<file path="src/rtl/izs_pkg.sv">
// Shared constants, field layouts and types of the interpolating modulator datapath.
package izs_pkg;

  // Register indices; the byte address of a register is four times its index.
  localparam logic [5:0] CTRL_IDX = 6'h01;
  localparam logic [5:0] STAT_IDX = 6'h02;

  // Control register reset value and writable-bit mask (bit 0 is reserved, reads zero).
  localparam logic [7:0] CTRL_RESET = 8'h00;
  localparam logic [7:0] CTRL_WMASK = 8'hfe;

  // Interpolation-rate encodings.
  localparam logic [1:0] RATE_1X = 2'h0;
  localparam logic [1:0] RATE_2X = 2'h1;
  localparam logic [1:0] RATE_4X = 2'h2;
  localparam logic [1:0] RATE_8X = 2'h3;

  // Modulation-frequency encodings.
  localparam logic [1:0] MF_OFF = 2'h0;
  localparam logic [1:0] MF_HALF = 2'h1;
  localparam logic [1:0] MF_QUARTER = 2'h2;
  localparam logic [1:0] MF_EIGHTH = 2'h3;

  // Carrier phase offsets that turn the sine sequence into the cosine sequence.
  localparam logic [2:0] QTR_4 = 3'h1;
  localparam logic [2:0] QTR_8 = 3'h2;

  // Carrier coefficients, signed with fourteen fraction bits.
  localparam int COEF_W = 16;
  localparam int COEF_FRAC = 14;
  localparam logic signed [COEF_W-1:0] C_ZERO = 16'sh0000;
  localparam logic signed [COEF_W-1:0] C_ONE = 16'sh4000;
  localparam logic signed [COEF_W-1:0] C_NONE = 16'shc000;
  localparam logic signed [COEF_W-1:0] C_R707 = 16'sh2d41;
  localparam logic signed [COEF_W-1:0] C_NR707 = 16'shd2bf;

  // Status register field positions.
  localparam int ST_PHASE_LSB = 0;
  localparam int ST_REP_LSB = 3;
  localparam int ST_SLOT_BIT = 6;

  // Sample width as documented for the converter path.
  localparam int SAMPLE_W = 16;

  // Control register layout, bit 7 first.
  typedef struct packed {
    logic [1:0] rate;
    logic [1:0] mf;
    logic zero_stuff;
    logic cplx;
    logic pos_exp;
    logic rsvd;
  } izs_ctrl_t;

  // Output slot: a modulated data sample or an inserted midscale sample.
  typedef enum logic {
    SLOT_DATA = 1'b0,
    SLOT_STUFF = 1'b1
  } izs_slot_t;

endpackage

</file>
<file path="src/rtl/izs_mix.sv">
// One carrier multiplier: a sample times a fixed-point coefficient, rescaled.
`timescale 1ns/1ps
module izs_mix #(
  parameter int DW = izs_pkg::SAMPLE_W,
  parameter int CW = izs_pkg::COEF_W,
  parameter int FRAC = izs_pkg::COEF_FRAC
) (
  // Operands
  input wire logic signed [DW-1:0] sample_i,
  input wire logic signed [CW-1:0] coef_i,
  // Product, one bit wider so that a full-scale negative times minus one fits
  output logic signed [DW:0] prod_o
);

  logic signed [DW+CW-1:0] full;

  // The slice below needs room for the sign and the integer bit of the coefficient.
  if (FRAC < 1 || FRAC > CW - 2) begin : g_bad_frac
    $error("izs_mix: fraction width does not fit the coefficient width");
  end

  assign full = sample_i * coef_i;
  assign prod_o = full[FRAC+DW:FRAC];

endmodule

</file>
<file path="src/rtl/izs_top.sv">
// Interpolating modulator with zero stuffing and a classic Wishbone control slave.
`timescale 1ns/1ps
module izs_top #(
  parameter int DW = izs_pkg::SAMPLE_W
) (
  // Clock and reset
  input wire logic clk_i,
  input wire logic rst_i,
  // Wishbone slave
  input wire logic cyc_i,
  input wire logic stb_i,
  input wire logic we_i,
  input wire logic [7:0] adr_i,
  input wire logic [3:0] sel_i,
  input wire logic [31:0] dat_i,
  output logic [31:0] dat_o,
  output logic ack_o,
  // Baseband sample input, twos complement
  input wire logic in_valid_i,
  output logic in_ready_o,
  input wire logic [DW-1:0] in_i_i,
  input wire logic [DW-1:0] in_q_i,
  // Converter samples, offset binary, one per clock
  output logic [DW-1:0] dac_i_o,
  output logic [DW-1:0] dac_q_o
);

  localparam int CW = izs_pkg::COEF_W;
  localparam logic [DW-1:0] MIDSCALE = {1'b1, {(DW-1){1'b0}}};

  typedef struct packed {
    izs_pkg::izs_ctrl_t ctrl;
    logic ack;
    logic [31:0] rdat;
    logic [2:0] phase;
    logic [2:0] rep;
    izs_pkg::izs_slot_t slot;
    logic signed [DW-1:0] hold_i;
    logic signed [DW-1:0] hold_q;
    logic [DW-1:0] dac_i;
    logic [DW-1:0] dac_q;
  } izs_state_t;

  izs_state_t s;
  izs_state_t next_s;

  logic [5:0] idx;
  logic req;
  logic ctrl_wr;
  logic [2:0] rep_max;
  logic rep_last;
  logic in_take;
  logic signed [CW-1:0] car_real;
  logic signed [CW-1:0] car_cos;
  logic signed [CW-1:0] car_sin;
  logic signed [CW-1:0] coef_a;
  logic signed [CW-1:0] coef_b;
  logic signed [DW:0] p_ia;
  logic signed [DW:0] p_qa;
  logic signed [DW:0] p_ib;
  logic signed [DW:0] p_qb;
  logic signed [DW+1:0] sum_re;
  logic signed [DW+1:0] sum_im;

  // Saturation and the offset-binary conversion are only sized for these widths.
  if (DW < 8 || DW > 24) begin : g_bad_width
    $error("izs_top: sample width must lie between 8 and 24 bits");
  end

  // Printed carrier sequence for the selected rate; with modulation off it is unity.
  function automatic logic signed [CW-1:0] seq(input logic [1:0] mf, input logic [2:0] ph);
    logic signed [CW-1:0] c;
    c = izs_pkg::C_ONE;
    case (mf)
      izs_pkg::MF_HALF: begin
        c = ph[0] ? izs_pkg::C_NONE : izs_pkg::C_ONE;
      end
      izs_pkg::MF_QUARTER: begin
        case (ph[1:0])
          2'h1: c = izs_pkg::C_ONE;
          2'h3: c = izs_pkg::C_NONE;
          default: c = izs_pkg::C_ZERO;
        endcase
      end
      izs_pkg::MF_EIGHTH: begin
        case (ph)
          3'h1: c = izs_pkg::C_R707;
          3'h2: c = izs_pkg::C_ONE;
          3'h3: c = izs_pkg::C_R707;
          3'h5: c = izs_pkg::C_NR707;
          3'h6: c = izs_pkg::C_NONE;
          3'h7: c = izs_pkg::C_NR707;
          default: c = izs_pkg::C_ZERO;
        endcase
      end
      default: c = izs_pkg::C_ONE;
    endcase
    return c;
  endfunction

  function automatic logic signed [DW-1:0] sat(input logic signed [DW+1:0] x);
    logic signed [DW-1:0] r;
    r = x[DW-1:0];
    if (x[DW+1:DW-1] != {3{x[DW+1]}}) begin
      r = x[DW+1] ? {1'b1, {(DW-1){1'b0}}} : {1'b0, {(DW-1){1'b1}}};
    end
    return r;
  endfunction

  function automatic logic [DW-1:0] ofs(input logic signed [DW-1:0] x);
    return {~x[DW-1], x[DW-2:0]};
  endfunction

  // Bus decode; a write lands on the edge at which the master sees ack.
  assign idx = adr_i[7:2];
  assign req = cyc_i && stb_i;
  assign ctrl_wr = req && we_i && s.ack && sel_i[0] && (idx == izs_pkg::CTRL_IDX);

  // Interpolation by sample repetition: each input is held for 1, 2, 4 or 8 data slots.
  always_comb begin
    case (s.ctrl.rate)
      izs_pkg::RATE_2X: rep_max = 3'h1;
      izs_pkg::RATE_4X: rep_max = 3'h3;
      izs_pkg::RATE_8X: rep_max = 3'h7;
      default: rep_max = 3'h0;
    endcase
  end

  // Greater-or-equal keeps the counter safe when software lowers the rate mid-run.
  assign rep_last = s.rep >= rep_max;
  assign in_ready_o = (s.slot == izs_pkg::SLOT_DATA) && rep_last;
  assign in_take = in_ready_o && in_valid_i;

  // Carrier generation from the phase counter and the frequency field.
  always_comb begin
    car_real = seq(s.ctrl.mf, s.phase);
    car_cos = car_real;
    car_sin = izs_pkg::C_ZERO;
    case (s.ctrl.mf)
      // No quadrature pair exists at half rate, so the sine term is zero there.
      izs_pkg::MF_QUARTER: begin
        car_sin = car_real;
        car_cos = seq(s.ctrl.mf, 3'(s.phase + izs_pkg::QTR_4));
      end
      izs_pkg::MF_EIGHTH: begin
        car_sin = car_real;
        car_cos = seq(s.ctrl.mf, 3'(s.phase + izs_pkg::QTR_8));
      end
      default: begin
        car_sin = izs_pkg::C_ZERO;
      end
    endcase
    if (s.ctrl.cplx) begin
      coef_a = car_cos;
      coef_b = s.ctrl.pos_exp ? car_sin : CW'(-car_sin);
    end else begin
      coef_a = car_real;
      coef_b = izs_pkg::C_ZERO;
    end
  end

  izs_mix #(.DW(DW)) u_mix_ia (.sample_i(s.hold_i), .coef_i(coef_a), .prod_o(p_ia));
  izs_mix #(.DW(DW)) u_mix_qa (.sample_i(s.hold_q), .coef_i(coef_a), .prod_o(p_qa));
  izs_mix #(.DW(DW)) u_mix_ib (.sample_i(s.hold_i), .coef_i(coef_b), .prod_o(p_ib));
  izs_mix #(.DW(DW)) u_mix_qb (.sample_i(s.hold_q), .coef_i(coef_b), .prod_o(p_qb));

  // In real mode the b products are zero, so one adder pair serves both modes.
  assign sum_re = {p_ia[DW], p_ia} - {p_qb[DW], p_qb};
  assign sum_im = {p_ib[DW], p_ib} + {p_qa[DW], p_qa};

  always_comb begin
    next_s = s;
    next_s.ack = req && !s.ack;
    next_s.rdat = 32'h0000_0000;
    if (idx == izs_pkg::CTRL_IDX) begin
      next_s.rdat[7:0] = s.ctrl;
    end else if (idx == izs_pkg::STAT_IDX) begin
      next_s.rdat[izs_pkg::ST_PHASE_LSB +: 3] = s.phase;
      next_s.rdat[izs_pkg::ST_REP_LSB +: 3] = s.rep;
      next_s.rdat[izs_pkg::ST_SLOT_BIT] = s.slot;
    end
    if (ctrl_wr) begin
      next_s.ctrl = dat_i[7:0] & izs_pkg::CTRL_WMASK;
    end
    case (s.slot)
      izs_pkg::SLOT_DATA: begin
        next_s.dac_i = ofs(sat(sum_re));
        next_s.dac_q = ofs(sat(sum_im));
        next_s.phase = 3'(s.phase + 3'h1);
        next_s.rep = rep_last ? 3'h0 : 3'(s.rep + 3'h1);
        if (in_take) begin
          next_s.hold_i = in_i_i;
          next_s.hold_q = in_q_i;
        end
        next_s.slot = s.ctrl.zero_stuff ? izs_pkg::SLOT_STUFF : izs_pkg::SLOT_DATA;
      end
      izs_pkg::SLOT_STUFF: begin
        // Phase and repeat count hold still: stuffing sits after the modulator.
        next_s.dac_i = MIDSCALE;
        next_s.dac_q = MIDSCALE;
        next_s.slot = izs_pkg::SLOT_DATA;
      end
      default: begin
        next_s.slot = izs_pkg::SLOT_DATA;
      end
    endcase
  end

  always_ff @(posedge clk_i) begin
    if (rst_i) begin
      s.ctrl <= izs_pkg::CTRL_RESET;
      s.ack <= 1'b0;
      s.rdat <= 32'h0000_0000;
      s.phase <= 3'h0;
      s.rep <= 3'h0;
      s.slot <= izs_pkg::SLOT_DATA;
      s.hold_i <= '0;
      s.hold_q <= '0;
      s.dac_i <= MIDSCALE;
      s.dac_q <= MIDSCALE;
    end else begin
      s <= next_s;
    end
  end

  assign dat_o = s.rdat;
  assign ack_o = s.ack;
  assign dac_i_o = s.dac_i;
  assign dac_q_o = s.dac_q;

  property p_rate8;
    @(posedge clk_i) disable iff (rst_i || ctrl_wr)
    (in_take && s.ctrl.rate == izs_pkg::RATE_8X && !s.ctrl.zero_stuff)
      |=> (!in_ready_o) [*7] ##1 in_ready_o;
  endproperty
  a_rate8: assert property (p_rate8) else $error("eight-times rate spacing wrong");

  property p_seq8;
    @(posedge clk_i) disable iff (rst_i)
    (!s.ctrl.cplx && s.ctrl.mf == izs_pkg::MF_EIGHTH)
      |-> (s.phase == 3'h7 ? coef_a == izs_pkg::C_NR707 :
           s.phase == 3'h6 ? coef_a == izs_pkg::C_NONE : 1'b1);
  endproperty
  a_seq8: assert property (p_seq8) else $error("eighth-rate carrier entry wrong");

  property p_nostuff;
    @(posedge clk_i) disable iff (rst_i || ctrl_wr)
    (!s.ctrl.zero_stuff && s.slot == izs_pkg::SLOT_DATA) |=> s.slot == izs_pkg::SLOT_DATA;
  endproperty
  a_nostuff: assert property (p_nostuff) else $error("stuff slot while stuffing is off");

  property p_midscale;
    @(posedge clk_i) disable iff (rst_i)
    (s.ctrl.zero_stuff && s.slot == izs_pkg::SLOT_DATA)
      |=> s.slot == izs_pkg::SLOT_STUFF ##1 (dac_i_o == MIDSCALE && dac_q_o == MIDSCALE);
  endproperty
  a_midscale: assert property (p_midscale) else $error("midscale sample not inserted");

  property p_phase_hold;
    @(posedge clk_i) disable iff (rst_i)
    (s.slot == izs_pkg::SLOT_STUFF) |=> (s.phase == $past(s.phase) && !$past(in_ready_o));
  endproperty
  a_phase_hold: assert property (p_phase_hold) else $error("phase moved in a stuff slot");

  property p_cplx_re;
    @(posedge clk_i) disable iff (rst_i)
    (s.ctrl.cplx && s.ctrl.mf == izs_pkg::MF_QUARTER && s.phase[1:0] == 2'h0 &&
     s.slot == izs_pkg::SLOT_DATA) |=> (dac_i_o == ofs($past(s.hold_i)) &&
     dac_q_o == ofs($past(s.hold_q)));
  endproperty
  a_cplx_re: assert property (p_cplx_re) else $error("complex product wrong at phase 0");

  property p_cplx_im;
    @(posedge clk_i) disable iff (rst_i)
    (s.ctrl.cplx && s.ctrl.pos_exp && s.ctrl.mf == izs_pkg::MF_QUARTER &&
     s.phase[1:0] == 2'h1 && s.slot == izs_pkg::SLOT_DATA)
      |=> dac_q_o == ofs($past(s.hold_i));
  endproperty
  a_cplx_im: assert property (p_cplx_im) else $error("complex sine coupling wrong");

  property p_sign;
    @(posedge clk_i) disable iff (rst_i)
    (s.ctrl.cplx && !s.ctrl.pos_exp && s.ctrl.mf == izs_pkg::MF_QUARTER &&
     s.phase[1:0] == 2'h1 && s.slot == izs_pkg::SLOT_DATA)
      |=> dac_i_o == ofs($past(s.hold_q));
  endproperty
  a_sign: assert property (p_sign) else $error("negative exponent not applied");

  property p_bypass;
    @(posedge clk_i) disable iff (rst_i || ctrl_wr)
    (s.ctrl.rate == izs_pkg::RATE_1X && !s.ctrl.zero_stuff) |=> in_ready_o;
  endproperty
  a_bypass: assert property (p_bypass) else $error("bypass does not take every cycle");

  property p_half;
    @(posedge clk_i) disable iff (rst_i)
    (!s.ctrl.cplx && s.ctrl.mf == izs_pkg::MF_HALF)
      |-> coef_a == (s.phase[0] ? izs_pkg::C_NONE : izs_pkg::C_ONE);
  endproperty
  a_half: assert property (p_half) else $error("half-rate carrier wrong");

  property p_rate4;
    @(posedge clk_i) disable iff (rst_i || ctrl_wr)
    (in_take && s.ctrl.rate == izs_pkg::RATE_4X && !s.ctrl.zero_stuff)
      |=> (!in_ready_o) [*3] ##1 in_ready_o;
  endproperty
  a_rate4: assert property (p_rate4) else $error("four-times rate spacing wrong");

  property p_off;
    @(posedge clk_i) disable iff (rst_i)
    (s.ctrl.mf == izs_pkg::MF_OFF) |-> (coef_a == izs_pkg::C_ONE && coef_b == izs_pkg::C_ZERO);
  endproperty
  a_off: assert property (p_off) else $error("modulation not disabled");

endmodule

</file>
<file path="config.mk">
export PLATFORM = sky130hd
export DESIGN_NAME = izs_top
export DESIGN_NICKNAME = d
export VERILOG_FILES = /design/src/rtl/izs_pkg.sv /design/src/rtl/izs_mix.sv /design/src/rtl/izs_top.sv
export SDC_FILE = /design/constraint.sdc
export NUM_CORES = 2
export LEC_CHECK = 0
export BUFFER_PORTS_ARGS = -buffer_cell sky130_fd_sc_hd__buf_4
export CAP_MARGIN = 20
export CELL_PAD_IN_SITES_DETAIL_PLACEMENT = 1
export CELL_PAD_IN_SITES_GLOBAL_PLACEMENT = 1
export CORE_UTILIZATION = 52
export DETAILED_ROUTE_END_ITERATION = 10
export HOLD_SLACK_MARGIN = 0.12
export PLACE_DENSITY = 0.83
export SLEW_MARGIN = 10
export SYNTH_ARGS = -nofsm -noshare
export SYNTH_HDL_FRONTEND = slang
export SYNTH_HIERARCHICAL = 1
export SYNTH_SLANG_ARGS = --single-unit
</file>
<file path="constraint.sdc">
create_clock -name clk_i -period 16.3 [get_ports clk_i]
set_input_delay 3.26 -clock clk_i [delete_from_list [all_inputs] [get_ports clk_i]]
set_output_delay 3.26 -clock clk_i [all_outputs]
set_load 0.005 [all_outputs]
</file>
# Yosys cells after proc, flatten, opt, wreduce, memory -nomap -nowiden
# Index checks and enable logic that the tools add are counted.
[totals]
reg_bits = 111
inputBits = 82
out_inout_bits = 66
[classes]
addsub = 6
n_mul = 4
n_lt_le_gt_ge = 1
n_eq_ne = 26
n_mux = 24
n_bitwise = 4
reduce_logical = 16
[ops]
columns = ["operator", "count"]
rows = [
  ["$mux W16", 11],
  ["$pmux W16 S4", 2],
  ["$mul A16 B16 Y31", 4],
  ["$pmux W16 S2", 3],
  ["$pmux W32 S2", 1],
  ["$pmux W16 S3", 1],
  ["$add A17 B17 Y18", 1],
  ["$eq A3 B3 Y1 const B", 6],
  ["$sub A17 B17 Y18", 1],
  ["$neg A16 Y16", 1],
  ["$mux W7", 2],
  ["$eq A2 B2 Y1 const B", 6],
  ["$eq A3 B2 Y1 const B", 4],
  ["$reduce_or A2 Y1", 6],
  ["$pmux W3 S3", 1],
  ["$eq A2 B1 Y1 const B", 4],
  ["$logic_and A1 B1 Y1", 8],
  ["$add A3 B1 Y3 const B", 2],
  ["$eq A3 B1 Y1 const B", 2],
  ["$eq A6 B1 Y1 const B", 1],
  ["$eq A6 B2 Y1 const B", 1],
  ["$ne A2 B2 Y1", 2],
  ["$not A1 Y1", 4],
  ["$add A3 B2 Y3 const B", 1],
  ["6 further kinds", 6],
]

# Logic depth before layout (Yosys ltp)
[depth]
depth_word = 15
mapped_depth = 43
ltp_nobuf = 39

# Modules after synthesis
# Netlist, hierarchy kept.
[by_module_without_submodules]
columns = ["module", "instances", "cells_per_inst", "area_per_inst_um2"]
rows = [
  ["izs_mix (u_mix_ib ...)", 2, 1034, 9389.0],
  ["izs_mix (u_mix_ia)", 1, 1060, 9520.4],
  ["izs_mix (u_mix_qb)", 1, 1036, 9436.6],
  ["izs_top", 1, 711, 5858.1],
]

# Worst setup path before layout
# No wires, ideal clock.
[synth_timing]
kind = "register to register"
start = "register s[69] in the netlist's numbering"
end = "register s, in the netlist dac_i_o[10]"
arrival_ns = 12.463
required_ns = 16.215
setup_slack_ns = 3.752
stages_incl_launch_ff = 35
n_path_buf = 1
synth_period_minus_slack_ns = 12.548
path_cell_list = "dfxtp_1 > ha_1 > ha_1 > nor2b_1 > a211oi_1 > nor3_1 > nand2_1 > inv_1 > fa_1 > fa_1 > inv_1 > fa_1 > inv_1 > fa_1 > fa_1 > inv_1 > fa_1 > inv_1 > ha_1 > nand2_1 > nor3_1 > nand2_1 > a211oi_2 > a211oi_2 > a21boi_0 > a41o_1 > ha_1 > nand4_1 > nor3_2 > o211ai_1 > o21ai_2 > xor2_2 > a21oi_2 > buf_4 > o31ai_2"
[synth_rtl]
columns = ["element", "line", "rtl"]
rows = [
  ["start, declared", "izs_top.sv:44", "izs_state_t s;"],
  ["start signal, assigned", "izs_top.sv:222", "s <= next_s;"],
  ["$add A3 B2 Y3 (tied with other cells)", "izs_top.sv:147", "car_cos = seq(s.ctrl.mf, 3'(s.phase + izs_pkg::QTR_8));"],
  ["$eq A3 B3 Y1 (tied with other cells)", "izs_top.sv:86", "case (ph)"],
  ["$reduce_or A2 Y1 (no source line) or $pmux W16 S4 (tied branches)", "n/a", ""],
  ["$pmux W16 S4 or $pmux W16 S3 (tied branches)", "izs_top.sv:86, izs_top.sv:74", ""],
  ["$pmux W16 S2", "izs_top.sv:139", "case (s.ctrl.mf)"],
  ["$mux W16 (*)", "izs_top.sv:153", "if (s.ctrl.cplx) begin"],
  ["net coef_a[12]", "izs_top.sv:56", "logic signed [CW-1:0] coef_a;"],
  ["$mul A16 B16 Y31 (*)", "izs_mix.sv:22", "assign full = sample_i * coef_i;"],
  ["net p_ia[14]", "izs_top.sv:58", "logic signed [DW:0] p_ia;"],
  ["$sub A17 B17 Y18 (*)", "izs_top.sv:168", "assign sum_re = {p_ia[DW], p_ia} - {p_qb[DW], p_qb};"],
  ["$ne A2 B2 Y1 or $mux W16 (tied branches)", "izs_top.sv:104, izs_top.sv:105", ""],
  ["$mux W16 (*)", "izs_top.sv:104", "if (x[DW+1:DW-1] != {3{x[DW+1]}}) begin"],
  ["$mux W16 (*)", "izs_top.sv:185", "case (s.slot)"],
  ["$pmux W32 S2 (*)", "izs_top.sv:185", ""],
]
# Mark *: on every way through the listed nets, which the timed path passes. The rest lies on a longest branch. The select of a mux whose other input is x is not followed.
# A chain may end at the register's enable or synchronous reset.

# Worst setup path after layout
[layout_timing]
start = "register s[69] in the netlist's numbering"
end = "register s, in the netlist dac_q_o[6]"
[layout_between]
elab_chain_len = 14
[layout_lines]
columns = ["element", "line", "rtl"]
rows = [
  ["$eq A3 B3 Y1 (tied with other cells)", "izs_top.sv:86", ""],
  ["$reduce_or A2 Y1 (no source line)", "n/a", ""],
  ["$pmux W16 S4 (*)", "izs_top.sv:86", ""],
  ["$pmux W16 S3 (*)", "izs_top.sv:74", "case (mf)"],
  ["$mux W16 (*)", "izs_top.sv:139", ""],
  ["$neg A16 Y16", "izs_top.sv:155", "coef_b = s.ctrl.pos_exp ? car_sin : CW'(-car_sin);"],
  ["$mux W16 (*)", "izs_top.sv:155", ""],
  ["$mux W16 (*)", "izs_top.sv:153", ""],
  ["net coef_b[10]", "izs_top.sv:57", "logic signed [CW-1:0] coef_b;"],
  ["$mul A16 B16 Y31 (*)", "izs_mix.sv:22", ""],
  ["net p_ib[9]", "izs_top.sv:60", "logic signed [DW:0] p_ib;"],
  ["$add A17 B17 Y18 (*)", "izs_top.sv:169", "assign sum_im = {p_ib[DW], p_ib} + {p_qa[DW], p_qa};"],
  ["$ne A2 B2 Y1 or $mux W16 (tied branches)", "izs_top.sv:104, izs_top.sv:105", ""],
  ["$mux W16 (*)", "izs_top.sv:104", ""],
  ["$mux W16 (*)", "izs_top.sv:185", ""],
  ["$pmux W32 S2 (*)", "izs_top.sv:185", ""],
]
# Marks and branches as above.

==> flow_summary.json <==
{
  "grt_pass1_wl_um": 204000,
  "r2r_setup_slack_ns": 4.77,
  "worst_ep_required_time_ns": 16.54,
  "wire_per_inst_um": 21.13,
  "floorplan.die.width_um": 291.5,
  "worst_r2r_startpoint": "s[69]$_SDFFE_PP0N_",
  "route.final.wire_length_um": 124700,
  "run_status": "complete, no violations",
  "post-route-min-period_ns": 11.53,
  "fmaxAchievable_mhz": 86.72,
  "cpPeakStageDelay_ns": 0.67,
  "worstHoldStart": "ack_o$_SDFF_PP0_",
  "antenna_found_initial": 4,
  "ios": 148,
  "worstHoldPathType": "register to register",
  "cts_hold_repair.buffers": 0,
  "synth_edf_count": 0,
  "cts_root_buffer": "sky130_fd_sc_hd__clkbuf_16",
  "slowest_stage": "sky130_fd_sc_hd__a21oi_2",
  "synthesis.instances": 4875,
  "path_common_cell": "sky130_fd_sc_hd__fa_1",
  "regToRegEndpoint": "dac_q_o[6]$_SDFF_PP0_",
  "clk-insertion-delay-late_ns": 0.41,
  "ff2ff_path_depth": 38,
  "cts_tree": "done",
  "fillCellCount": 9631,
  "synth-main-ff-cell": "sky130_fd_sc_hd__dfxtp_1",
  "fp.dieH_um": 291.5,
  "setup.worst_path.end_class": "register",
  "floorplan.die_area_um2": 85000,
  "cts_resized": 0,
  "slew_violations": 0,
  "min_delay_path_depth": 1,
  "final_antenna_net_count": 0,
  "unrepaired_setup_endpoints_after_global_routing": "false",
  "worst-path-max-fanout": 65,
  "clock_skew_ns": 0.03105,
  "post_route_cells_drive_above_1_share_pct": 5.404,
  "clock_tree.htree_level_count": 3,
  "grt_start_max_net_pins": 112,
  "worst-endpoint-arrival_ns": 11.78,
  "post-route-drc-count": 0,
  "power.total_uw": 738.7,
  "p_leak_uw": 0.02388,
  "yosys.cell_types.count": 99,
  "numCtsBuffers": 9,
  "clock_tree.buffer_depth": 2,
  "detailroute.via_count": 32413,
  "finalSetupTns_ns": 0,
  "synth-seq-cells": 87,
  "mostFrequentLayoutCells": "1239 x sky130_fd_sc_hd__inv_1, 1022 x sky130_fd_sc_hd__fa_1, 631 x sky130_fd_sc_hd__nand2_1",
  "initial_utilization_pct": 52.84,
  "worst-setup-path-type": "register to register",
  "area_delta_synth_final_pct": 4.078,
  "max_slew.worst_pin.slew_ns": 0.9983,
  "firstDrtPassIters": 6,
  "globalRouteOverflowTotal": 0,
  "portBuffers": 93,
  "worstSetupStartpointType": "register",
  "core_area_um2": 82500,
  "postSynth.asyncResetShare_pct": 0,
  "cts_clk_pin_slew_worst_paths_ns": 0.08,
  "vdd.ir_drop.worst_uv": 61.67,
  "first_global_vias": 37968,
  "final_common_cell": "sky130_fd_sc_hd__inv_1",
  "final-setup-viol-count": 0,
  "pwr_density_cell_nw_per_um2": 16.28,
  "min_period_over_period_pct": 70.74,
  "routed_via_density": 5.493,
  "drt_iter0_markers": 1732,
  "core_rows": 105,
  "synthesis.area_um2": 43590,
  "finalWeightedCongestion": 0.9322,
  "final-hold-violation-count": 0,
  "yosys_warnings": 6,
  "num-nets-final": 6287,
  "postCtsSetupRepairBufs": 0,
  "clkSinkCount": 87,
  "synth.yosys.seq_area_share_pct": 3.995,
  "hpwl_um": 98950,
  "syn-mean-instance-area_um2": 8.942,
  "drv_cap": 0,
  "grt_usage_pct": 30.69,
  "max-slew-margin-rel_pct": 33.05,
  "end_of_the_worst_hold_path": "ack_o$_SDFF_PP0_"
}
-- final cells by class --
class	count	area, um2	area share (%)
flip-flops and latches	87	1753	3.864
diodes	1	2.502	0.005515
inverters	1239	4651	10.25
multi-input cells	3345	36230	79.85
clock buffers	9	225.2	0.4964
clock inverters	5	83.83	0.1848
repair buffers	145	1089	2.399
well taps	1070	1339	2.951
-- per-layer routing --
layer | vias to the layer above | wire, um | GRT usage, %
li1 | 14196 | - | -
met1 | 17031 | 51120 | 39.48
met2 | 911 | 61850 | 52.34
met3 | 269 | 6877 | 4.453
met4 | 6 | 4816 | 11.76
met5 | - | 30 | 0
-- Yosys cell counts (28+ instances only) --
| master | number | share of area (%) |
|---|---|---|
| sky130_fd_sc_hd__a21o_1 | 42 | 0.72 |
| sky130_fd_sc_hd__a21oi_1 | 112 | 1.3 |
| sky130_fd_sc_hd__and2_1 | 469 | 6.7 |
| sky130_fd_sc_hd__buf_4 | 68 | 1.2 |
| sky130_fd_sc_hd__clkbuf_1 | 146 | 1.3 |
| sky130_fd_sc_hd__dfxtp_1 | 87 | 4.0 |
| sky130_fd_sc_hd__fa_1 | 1022 | 47 |
| sky130_fd_sc_hd__ha_1 | 356 | 10 |
| sky130_fd_sc_hd__inv_1 | 1239 | 11 |
| sky130_fd_sc_hd__nand2_1 | 631 | 5.4 |
| sky130_fd_sc_hd__nand2b_1 | 28 | 0.40 |
| sky130_fd_sc_hd__nor2_1 | 132 | 1.1 |
| sky130_fd_sc_hd__o21ai_0 | 53 | 0.61 |
| sky130_fd_sc_hd__xnor2_1 | 108 | 2.2 |
| sky130_fd_sc_hd__xor2_1 | 29 | 0.58 |
-- stage by stage --
step	hold WS [ns]	utilization (%)	instances	instance area [um2]	setup slack, ns
6_report	0.4737	54.99	5901	45370	4.769
5_1_grt	0.4856	54.99	5900	45370	4.129
4_1_cts	0.4709	54.99	5900	45370	4.865
3_5_place_dp	0.4610	54.61	5886	45060	5.043
3_3_place_gp	0.4441	54.61	5886	45060	5.285
2_1_floorplan	0.4428	-	4898	43680	3.752
-- worst max-delay path: cells and delay by family, from the launching register on --
kind            cells  cell delay (ns)
buf+inv             6             0.84
mux                 1             0.18
xor+xnor            2             0.47
compound gates     13             3.36
simple gates        5             1.14
fa+ha+maj          11             4.75
flops               1             0.55
-- kinds of logic after synthesis --
family	Yosys count	synth area share, %
mux	12	0.2755
fa+ha+maj	1378	57.15
xor+xnor	140	2.864
other cells	1	0.008602
compound gates	412	7.012
buf+inv	1466	13.26
flops	87	3.995
simple gates	1379	15.43
-- flip-flops by register name, indices dropped and copies added, names as in the netlist --
name	count
dac_q_o	16
s	46
dat_o	8
ack_o	1
dac_i_o	16
-- report_power, final --
part / internal (uW) / switching, uW / leakage, uW
Combinational: 86.7 / 137 / 0.0230
Sequential: 233 / 32.3 / 0.000719
Clock: 134 / 116 / 0.000144
-- worst max-delay path by stage --
stage / startpoint / endpoint / slack, ns / cells past startpoint
after floorplan: s[69]$_SDFFE_PP0N_ / dac_i_o[10]$_SDFF_PP0_ / 3.75 / 34
after global placement: s[69]$_SDFFE_PP0N_ / dac_q_o[4]$_SDFF_PP0_ / 5.28 / 38
after detailed placement: s[69]$_SDFFE_PP0N_ / dac_q_o[4]$_SDFF_PP0_ / 5.04 / 38
after CTS: s[69]$_SDFFE_PP0N_ / dac_q_o[6]$_SDFF_PP0_ / 4.86 / 38
after global routing: s[69]$_SDFFE_PP0N_ / dac_q_o[6]$_SDFF_PP0_ / 4.13 / 38
final: s[69]$_SDFFE_PP0N_ / dac_q_o[6]$_SDFF_PP0_ / 4.77 / 38
No activity file was read; power rests on OpenSTA's default activity.
